File: src/verilog/usb_ep_map.svh
// Offsets, field positions and reset values of the endpoint control block.
// Included by the package, and its macros are then used by the design files; holds definitions only.
`ifndef USB_EP_MAP_SVH
`define USB_EP_MAP_SVH

`define EPCTL_ADDR 8'he1
`define EPIDX_ADDR 8'hf1
`define HSSTAT_ADDR 8'he2

`define BIT_RX_STALL 7
`define BIT_TX_STALL 6
`define BIT_CTL_EP 5
`define BIT_RX_SINGLE 4
`define BIT_RX_IN_EN 3
`define BIT_RX_EP_EN 2
`define BIT_TX_OUT_EN 1
`define BIT_TX_EP_EN 0

`define EP0_RST 8'h35
`define EPN_RST 8'h10
`define HUB_RST 8'h30
`define HUB_FIXED_MASK 8'h30
`define EPIDX_RST 8'h00

`define HUB_INDEX 8'h80
`define EP_ENTRIES 5
`define FUNC_EP_LAST 8'h03
`define HUB_ENTRY 3'h4
`define NO_ENTRY 3'h7

`endif

File: src/verilog/usb_ep_pkg.sv
// Types and the index decode shared by the endpoint control design files.
// Assumes the map header is on the include path.
`include "usb_ep_map.svh"

package usb_ep_pkg;

    typedef enum logic [1:0] {
        TOK_NONE = 2'h0,
        TOK_OUT = 2'h1,
        TOK_IN = 2'h2,
        TOK_SETUP = 2'h3
    } token_t;

    typedef enum logic [1:0] {
        HS_SILENT = 2'h0,
        HS_DATA = 2'h1,
        HS_NAK = 2'h2,
        HS_STALL = 2'h3
    } hs_t;

    // Endpoints 0..3 and the hub endpoint share one small table; any other
    // index selects nothing.
    function automatic logic [2:0] entry_of(input logic [7:0] index);
        logic [2:0] sel;
        sel = `NO_ENTRY;
        if (index <= `FUNC_EP_LAST) begin
            sel = index[2:0];
        end else if (index == `HUB_INDEX) begin
            sel = `HUB_ENTRY;
        end
        return sel;
    endfunction

endpackage
File: src/verilog/ep_mem_if.sv
// Connection between the endpoint control logic and its entry table.
// Both sides run on the same system clock.
`timescale 1ns/1ps

interface ep_mem_if;
    logic wr_en;
    logic [2:0] wr_sel;
    logic [7:0] wr_data;
    logic [2:0] cpu_sel;
    logic [7:0] cpu_q;
    logic [2:0] tok_sel;
    logic [7:0] tok_q;

    modport ctrl (
        output wr_en, wr_sel, wr_data, cpu_sel, tok_sel,
        input cpu_q, tok_q
    );
    modport mem (
        input wr_en, wr_sel, wr_data, cpu_sel, tok_sel,
        output cpu_q, tok_q
    );
endinterface

File: src/verilog/ep_ctrl_mem.sv
// Per-endpoint control table with two registered read ports.
// Assumes one writer; a write forwards to a read of the same entry.
`timescale 1ns/1ps

module ep_ctrl_mem
    import usb_ep_pkg::*;
(
    input wire logic i_clk_sys,
    input wire logic i_rstn,
    ep_mem_if.mem mif
);

    logic [7:0] entry_reg [0:`EP_ENTRIES-1];

    for (genvar e = 0; e < `EP_ENTRIES; e++) begin : g_entry
        localparam logic [2:0] SEL = 3'(e);
        localparam logic [7:0] RST = (SEL == 3'h0) ? `EP0_RST :
                                     (SEL == `HUB_ENTRY) ? `HUB_RST : `EPN_RST;
        always_ff @(posedge i_clk_sys) begin
            if (!i_rstn) begin
                entry_reg[e] <= RST; // RQ2
            end else if (mif.wr_en && mif.wr_sel == SEL) begin
                entry_reg[e] <= mif.wr_data;
            end
        end
    end

    // Forwarding keeps a read in the cycle after a write from seeing stale data.
    function automatic logic [7:0] look(input logic [2:0] sel);
        logic [7:0] v;
        v = 8'h00;
        if (mif.wr_en && mif.wr_sel == sel) begin
            v = mif.wr_data;
        end else if (sel < 3'(`EP_ENTRIES)) begin
            v = entry_reg[sel];
        end
        return v;
    endfunction

    always_ff @(posedge i_clk_sys) begin
        if (!i_rstn) begin
            mif.cpu_q <= `EP0_RST;
        end else begin
            mif.cpu_q <= look(mif.cpu_sel);
        end
    end

    always_ff @(posedge i_clk_sys) begin
        if (!i_rstn) begin
            mif.tok_q <= 8'h00;
        end else begin
            mif.tok_q <= look(mif.tok_sel);
        end
    end

endmodule // ep_ctrl_mem

File: src/verilog/usb_ep_ctrl.sv
// Endpoint control and handshake decision for a USB function.
// Assumes tokens and the setup-received level come from logic on i_clk_sys.
// Notes on behaviour
// RQ1: One indexed control register at one address.
// RQ2: Reset loads 0x35 for endpoint 0, 0x10 others; the code loads 0x30 into the hub entry.
// RQ3: Receive stall: STALL OUT, NAK if setup pending.
// RQ4: Receive stall never blocks SETUP on control endpoints.
// RQ5: Transmit stall: STALL IN, NAK if setup pending.
// RQ6: Only control endpoints accept SETUP tokens.
// RQ7: Single-packet bit limits receive FIFO to one packet.
// RQ8: Firmware should use single-packet mode for control endpoints.
// RQ9: Input disabled: drop OUT data, answer NAK.
// RQ10: Valid SETUP overrides input disable, data stored.
// RQ11: Hub endpoint control and single-packet bits fixed one.
// RQ12: Receive endpoint disabled: silent to OUT and SETUP.
// RQ13: Output disabled, no stall: NAK the IN token.
// RQ14: Transmit endpoint disabled: silent to IN.
// RQ15: Setup-received flag is a receive-path status input.
//
// Local design decision: strobed register access.
`timescale 1ns/1ps

module usb_ep_ctrl
    import usb_ep_pkg::*;
(
    input wire logic i_clk_sys,
    input wire logic i_rstn,
    input wire logic [7:0] i_addr,
    input wire logic [7:0] i_wdata,
    input wire logic i_wr,
    input wire logic i_rd,
    output logic [7:0] o_rdata,
    input wire logic i_token_valid,
    input wire logic [1:0] i_token_type,
    input wire logic [7:0] i_token_ep,
    input wire logic i_setup_received,
    output logic o_hs_valid,
    output logic [1:0] o_hs_code,
    output logic o_rx_write,
    output logic o_tx_send,
    output logic o_rx_single_packet
);

    ep_mem_if mif ();

    ep_ctrl_mem u_mem (
        .i_clk_sys(i_clk_sys),
        .i_rstn(i_rstn),
        .mif(mif.mem)
    );

    logic [7:0] idx_reg;
    logic [7:0] idx_next;
    logic [2:0] idx_sel;
    logic tok_v_reg;
    logic tok_ok_reg;
    token_t tok_type_reg;
    logic setup_reg;
    hs_t last_hs_reg;
    hs_t hs_next;
    logic rx_write_next;
    logic tx_send_next;
    logic [7:0] ctl;

    assign idx_next = (i_wr && i_addr == `EPIDX_ADDR) ? i_wdata : idx_reg;
    assign idx_sel = entry_of(idx_reg);
    assign ctl = mif.tok_q;

    always_ff @(posedge i_clk_sys) begin
        if (!i_rstn) begin
            idx_reg <= `EPIDX_RST;
        end else begin
            idx_reg <= idx_next;
        end
    end

    // Writes land in the entry picked by the index; an unknown index drops them.
    assign mif.wr_en = i_wr && i_addr == `EPCTL_ADDR && idx_sel != `NO_ENTRY; // RQ1
    assign mif.wr_sel = idx_sel;
    assign mif.wr_data = (idx_sel == `HUB_ENTRY) ? (i_wdata | `HUB_FIXED_MASK)
                                                 : i_wdata; // RQ11
    assign mif.cpu_sel = entry_of(idx_next);
    assign mif.tok_sel = entry_of(i_token_ep);

    always_ff @(posedge i_clk_sys) begin
        if (!i_rstn) begin
            o_rdata <= 8'h00;
        end else if (i_rd && i_addr == `EPCTL_ADDR) begin
            o_rdata <= mif.cpu_q; // RQ1
        end else if (i_rd && i_addr == `EPIDX_ADDR) begin
            o_rdata <= idx_reg;
        end else if (i_rd && i_addr == `HSSTAT_ADDR) begin
            o_rdata <= {6'h00, last_hs_reg};
        end else begin
            o_rdata <= 8'h00;
        end
    end

    // The table read takes one cycle, so the token is held beside it.
    always_ff @(posedge i_clk_sys) begin
        if (!i_rstn) begin
            tok_v_reg <= 1'b0;
            tok_ok_reg <= 1'b0;
            tok_type_reg <= TOK_NONE;
            setup_reg <= 1'b0;
        end else begin
            tok_v_reg <= i_token_valid;
            tok_ok_reg <= entry_of(i_token_ep) != `NO_ENTRY;
            tok_type_reg <= token_t'(i_token_type);
            setup_reg <= i_setup_received; // RQ15
        end
    end

    always_comb begin
        hs_next = HS_SILENT;
        rx_write_next = 1'b0;
        tx_send_next = 1'b0;
        if (tok_ok_reg) begin
            case (tok_type_reg)
                TOK_OUT: begin
                    if (!ctl[`BIT_RX_EP_EN]) begin
                        hs_next = HS_SILENT; // RQ12
                    end else if (ctl[`BIT_RX_STALL]) begin
                        hs_next = setup_reg ? HS_NAK : HS_STALL; // RQ3
                    end else if (!ctl[`BIT_RX_IN_EN]) begin
                        hs_next = HS_NAK; // RQ9
                    end else begin
                        hs_next = HS_DATA;
                        rx_write_next = 1'b1;
                    end
                end
                TOK_SETUP: begin
                    // Stall and input enable are ignored here on purpose.
                    if (ctl[`BIT_RX_EP_EN] && ctl[`BIT_CTL_EP]) begin // RQ6 RQ12
                        hs_next = HS_DATA; // RQ4
                        rx_write_next = 1'b1; // RQ10
                    end
                end
                TOK_IN: begin
                    if (!ctl[`BIT_TX_EP_EN]) begin
                        hs_next = HS_SILENT; // RQ14
                    end else if (ctl[`BIT_TX_STALL]) begin
                        hs_next = setup_reg ? HS_NAK : HS_STALL; // RQ5
                    end else if (!ctl[`BIT_TX_OUT_EN]) begin
                        hs_next = HS_NAK; // RQ13
                    end else begin
                        hs_next = HS_DATA;
                        tx_send_next = 1'b1;
                    end
                end
                default: begin
                    hs_next = HS_SILENT;
                end
            endcase
        end
    end

    always_ff @(posedge i_clk_sys) begin
        if (!i_rstn) begin
            o_hs_valid <= 1'b0;
            o_hs_code <= HS_SILENT;
            o_rx_write <= 1'b0;
            o_tx_send <= 1'b0;
        end else begin
            o_hs_valid <= tok_v_reg;
            o_hs_code <= tok_v_reg ? hs_next : HS_SILENT;
            o_rx_write <= tok_v_reg && rx_write_next;
            o_tx_send <= tok_v_reg && tx_send_next;
        end
    end

    // The receive FIFO follows this level to allow one packet or two.
    always_ff @(posedge i_clk_sys) begin
        if (!i_rstn) begin
            o_rx_single_packet <= 1'b0;
        end else if (tok_v_reg && tok_ok_reg) begin
            o_rx_single_packet <= ctl[`BIT_RX_SINGLE]; // RQ7
        end
    end

    always_ff @(posedge i_clk_sys) begin
        if (!i_rstn) begin
            last_hs_reg <= HS_SILENT;
        end else if (tok_v_reg) begin
            last_hs_reg <= hs_next;
        end
    end
endmodule // usb_ep_ctrl

File: config.mk
export PLATFORM = sky130hd
export DESIGN_NAME = usb_ep_ctrl
export DESIGN_NICKNAME = d
export VERILOG_FILES = /design/src/verilog/usb_ep_pkg.sv /design/src/verilog/ep_mem_if.sv /design/src/verilog/ep_ctrl_mem.sv /design/src/verilog/usb_ep_ctrl.sv
export VERILOG_INCLUDE_DIRS = /design/src /design/src/verilog
export SDC_FILE = /design/constraint.sdc
export NUM_CORES = 1
export LEC_CHECK = 0
export ABC_AREA = 1
export BUFFER_PORTS_ARGS = -buffer_cell sky130_fd_sc_hd__buf_2
export CORE_ASPECT_RATIO = 0.5
export CORE_UTILIZATION = 53
export DETAILED_ROUTE_END_ITERATION = 10
export GPL_ROUTABILITY_DRIVEN = 0
export GPL_TIMING_DRIVEN = 0
export PLACE_DENSITY = 0.76
export SYNTH_ARGS = -nofsm -noshare
export SYNTH_HDL_FRONTEND = slang
export SYNTH_SLANG_ARGS = --single-unit
File: constraint.sdc
create_clock -name i_clk_sys -period 2.3 [get_ports i_clk_sys]
set_clock_uncertainty 0.2 [all_clocks]
set_input_delay 0.46 -clock i_clk_sys [delete_from_list [all_inputs] [get_ports i_clk_sys]]
set_output_delay 0.46 -clock i_clk_sys [all_outputs]
set_load 0.02 [all_outputs]
==> out/summary.txt <==
STATUS
-----------------------------------------------------------------------------------------
Status                                                                       complete, but fails checks
Violations in the final reports                                              negative setup slack

CLOCKING
-----------------------------------------------------------------------------------------
TritonCTS Buffers                                                                       9
Source-to-sink clock delay at the later pin of the worst-skew pair                0.35 ns
Clock buffer depth                                                                      2
Number of hold buffers added after cts                                                  0
Clock tree from TritonCTS                                                             yes
Clock slew at the register clock pins of the worst setup and hold paths           0.07 ns
Clock root buffer                                                               clkbuf_16
Number of H-tree levels                                                                 3
Number of sinks handled by clock tree synthesis                                        85

LOGIC SYNTHESIS
-----------------------------------------------------------------------------------------
Simple-gate area share of the yosys netlist                                         0.297
Proportion of register bits with asynchronous set or reset after synthesis              0
Mean post-synth cell area                                                       7.86 um^2
Portion of netlist area occupied by mux cells                                           0
Number of enable-type register cells in the synthesized netlist                        40
Adder-cell share of the synthesized area                                                0
Flop and latch count out of synthesis                                                  85
Fraction of the mapped netlist area in compound gates                               0.116
Warnings from Yosys                                                                     0
Synthesized instance count                                                            554
Post-Syn Area                                                                0.00435 mm^2
Register area share after synthesis                                                 0.483
Primary FF master, synth                                                          dfxtp_1
Dominant combinational cell family by area after synthesis                   simple AND/OR/NAND/NOR gates
Post-synthesis share of cell area spent on xor and xnor gates                     0.00201
Synth cell types                                                                       37

ROUTE
-----------------------------------------------------------------------------------------
Pre-Repair DR Iteration Count                                                           6
Antenna viol nets, final                                                                0
Final routed wire length divided by cell count                                    16.5 um
DR vias                                                                              4106
Number of DRC violations after detailed-routing iteration 0                           485
Number of vias per cell                                                              5.56
Routed wire length                                                                12.2 mm
DRC viols                                                                               0

TIMING
-----------------------------------------------------------------------------------------
Setup violators final                                                                   1
Min setup slack post-route                                                     -0.0163 ns
Rel. slew slack                                                                     0.496
Number of pins exceeding their max-slew limit in the final report                       0
Highest clock rate                                                                432 MHz
Tcrit/Tclk final                                                                     1.01
Transition time at the pin with the least slew margin                            0.751 ns
Hold Fails Final Rpt                                                                    0
Period minus WS final                                                             2.32 ns
Setup repair after global routing missed its margin                                  true
Sum of negative setup slack                                                    -0.0163 ns

FLOORPLAN
-----------------------------------------------------------------------------------------
Die height                                                                        66.1 um
I/O pin count                                                                          46
Die span in x                                                                      130 um
Area of the placeable core                                                   0.00762 mm^2
Std-Cell Rows                                                                          22
Die outline area                                                             0.00860 mm^2
Starting density of the core                                                        0.571

GLOBAL ROUTE
-----------------------------------------------------------------------------------------
Wire length of the first global-routing pass                                      18.1 mm
Pin count of the biggest net entering global routing                                   16
Global router's overall resource usage                                              0.293
GRT Residual Overflow                                                                   0
Vias in the first global route                                                       3562
Initial antenna violation count                                                         0

SETUP PATH
-----------------------------------------------------------------------------------------
Startpoint-to-endpoint class of the critical path                                  in2reg
Start of the worst register-to-register path                                   idx_reg[6]
CP Data Required Time                                                             2.40 ns
Crit. Startpoint                                                                i_addr[1]
Crit path DAT                                                                     2.41 ns
Category of the worst setup path launch point                                primary input
Critical Path Fanout Max                                                                7
Type of element capturing the critical path                                          flop

LAYOUT
-----------------------------------------------------------------------------------------
Layout cell share with drive strength beyond 1                                      0.233
Total of fill cells in the finished design                                            602
Area added between synthesis and finish                                             23.5%
Number of nets at the end of the flow                                                 658
Flip-flop count of the largest register after layout                                   40
Total inserted antenna cells                                                            0

MIN PATH
-----------------------------------------------------------------------------------------
Critical hold path startpoint                                                i_token_type[0]
Path type of the worst min-delay path                                              in2reg

PLACE
-----------------------------------------------------------------------------------------
Half-perimeter wire length after detailed placement                               8.33 mm
Number of port buffers                                                                 44

FLOW RUN
-----------------------------------------------------------------------------------------
Count of maximum capacitance violations                                                 0

PWR
-----------------------------------------------------------------------------------------
Total leakage power                                                               2.39 nW
Pwr dens                                                                      606 mW/mm^2
Overall Power                                                                     3.26 mW
Maximum vdd ir drop                                                                419 uV

through the flow:
step / worst slack, ns / util / hold WS [ns] / instance area (um^2) / cells
after floorplan: 0.146 / - / 0.226 / 4360 / 555
after global placement: -0.325 / 0.618 / 0.237 / 4710 / 707
after detailed placement: -0.357 / 0.618 / 0.240 / 4710 / 707
after CTS: 0.00166 / 0.656 / 0.0950 / 5000 / 723
after global routing: -0.0870 / 0.705 / 0.106 / 5370 / 739
final: -0.0163 / 0.705 / 0.0919 / 5370 / 739
final timing paths:
check,end,slack [ns],cells after the start
hold / removal,tok_type_reg[0],0.09,3
setup / recovery,u_mem.mif.cpu_q[2],-0.02,16
setup reg to reg,u_mem.entry_reg[4][7],0.11,7
hold reg to reg,o_rdata[2],0.26,2
per-layer routing:
layer	share of wire	wire length, um	GRT usage
met1	0.44	5330	0.405
met2	0.43	5200	0.436
met3	0.11	1300	0.0793
met4	0.029	352	0.110
met5	0	0	0
kinds of logic after synthesis:
logic type | after synthesis
xor+xnor | 1
other cells | 1
buf+inv | 107
compound gates | 80
flops | 85
simple gates | 280
worst max-delay path, cell delays in order:
cell       delay, ns
buf_2           0.10
inv_2           0.07
nand2_4         0.08
nor2_8          0.14
nand3_4         0.13
clkbuf_16       0.18
nand2_2         0.05
o21ai_2         0.08
nor2_8          0.14
nand3_4         0.15
buf_8           0.17
o211ai_1        0.25
nand2_1         0.14
nand2_1         0.09
nand2_1         0.08
nand2_1         0.08
report_power, final:
| part | internal, mW | leakage (nW) | switching [mW] |
|---|---|---|---|
| clock network | 0.768 | 0.140 | 0.623 |
| registers | 1.61 | 0.753 | 0.0139 |
| logic | 0.0770 | 1.49 | 0.160 |
| total | 2.46 | 2.39 | 0.797 |
placed cells by master, fill, tap and decap left out, drive strengths merged, types with 3 or more instances in the layout:
cell / count
buf: 63
o2111ai: 3
clkbuf: 21
nand3: 28
or2: 5
o211ai: 24
edfxtp: 40
nand4: 25
inv: 91
o21ai: 15
nor3: 5
a21oi: 33
nand2: 145
nor2: 72
clkinvlp: 4
dfxtp: 45
synth_stat cells (3+ instances only):
cell,count,share of area
nand2_1,133,0.11
inv_1,85,0.073
nor2_1,65,0.056
dfxtp_1,45,0.21
edfxtp_1,40,0.28
a21oi_1,32,0.037
nand3_1,25,0.029
nand4_1,25,0.036
o211ai_1,24,0.041
o21ai_0,13,0.015
nand2_2,9,0.013
clkbuf_1,7,0.0060
nor3_1,5,0.0057
buf_2,4,0.0046
buf_6,4,0.010
inv_2,3,0.0026
o2111ai_1,3,0.0060
or2_2,3,0.0043
layout make-up:
type                       count  area (um^2)  share of cell area
buffer                        16          128              0.0237
clock buffer                  10          239              0.0445
clock inverter                 6         43.8             0.00815
inverter                      91          363              0.0675
multi-input combinational    365         1960               0.365
sequential                    85         2100               0.392
tap                          108          135              0.0251
timing repair buffer          58          398              0.0740
timing repair:
| action | in CTS | in global routing |
|---|---|---|
| gates resized for setup | 2 | 63 |
| endpoints found under the setup margin | 4 | 81 |
| cloned | 0 | 4 |
| setup buffers | 0 | 12 |
| pin swaps | 1 | 21 |
No activity file was read; power rests on OpenSTA's default activity.
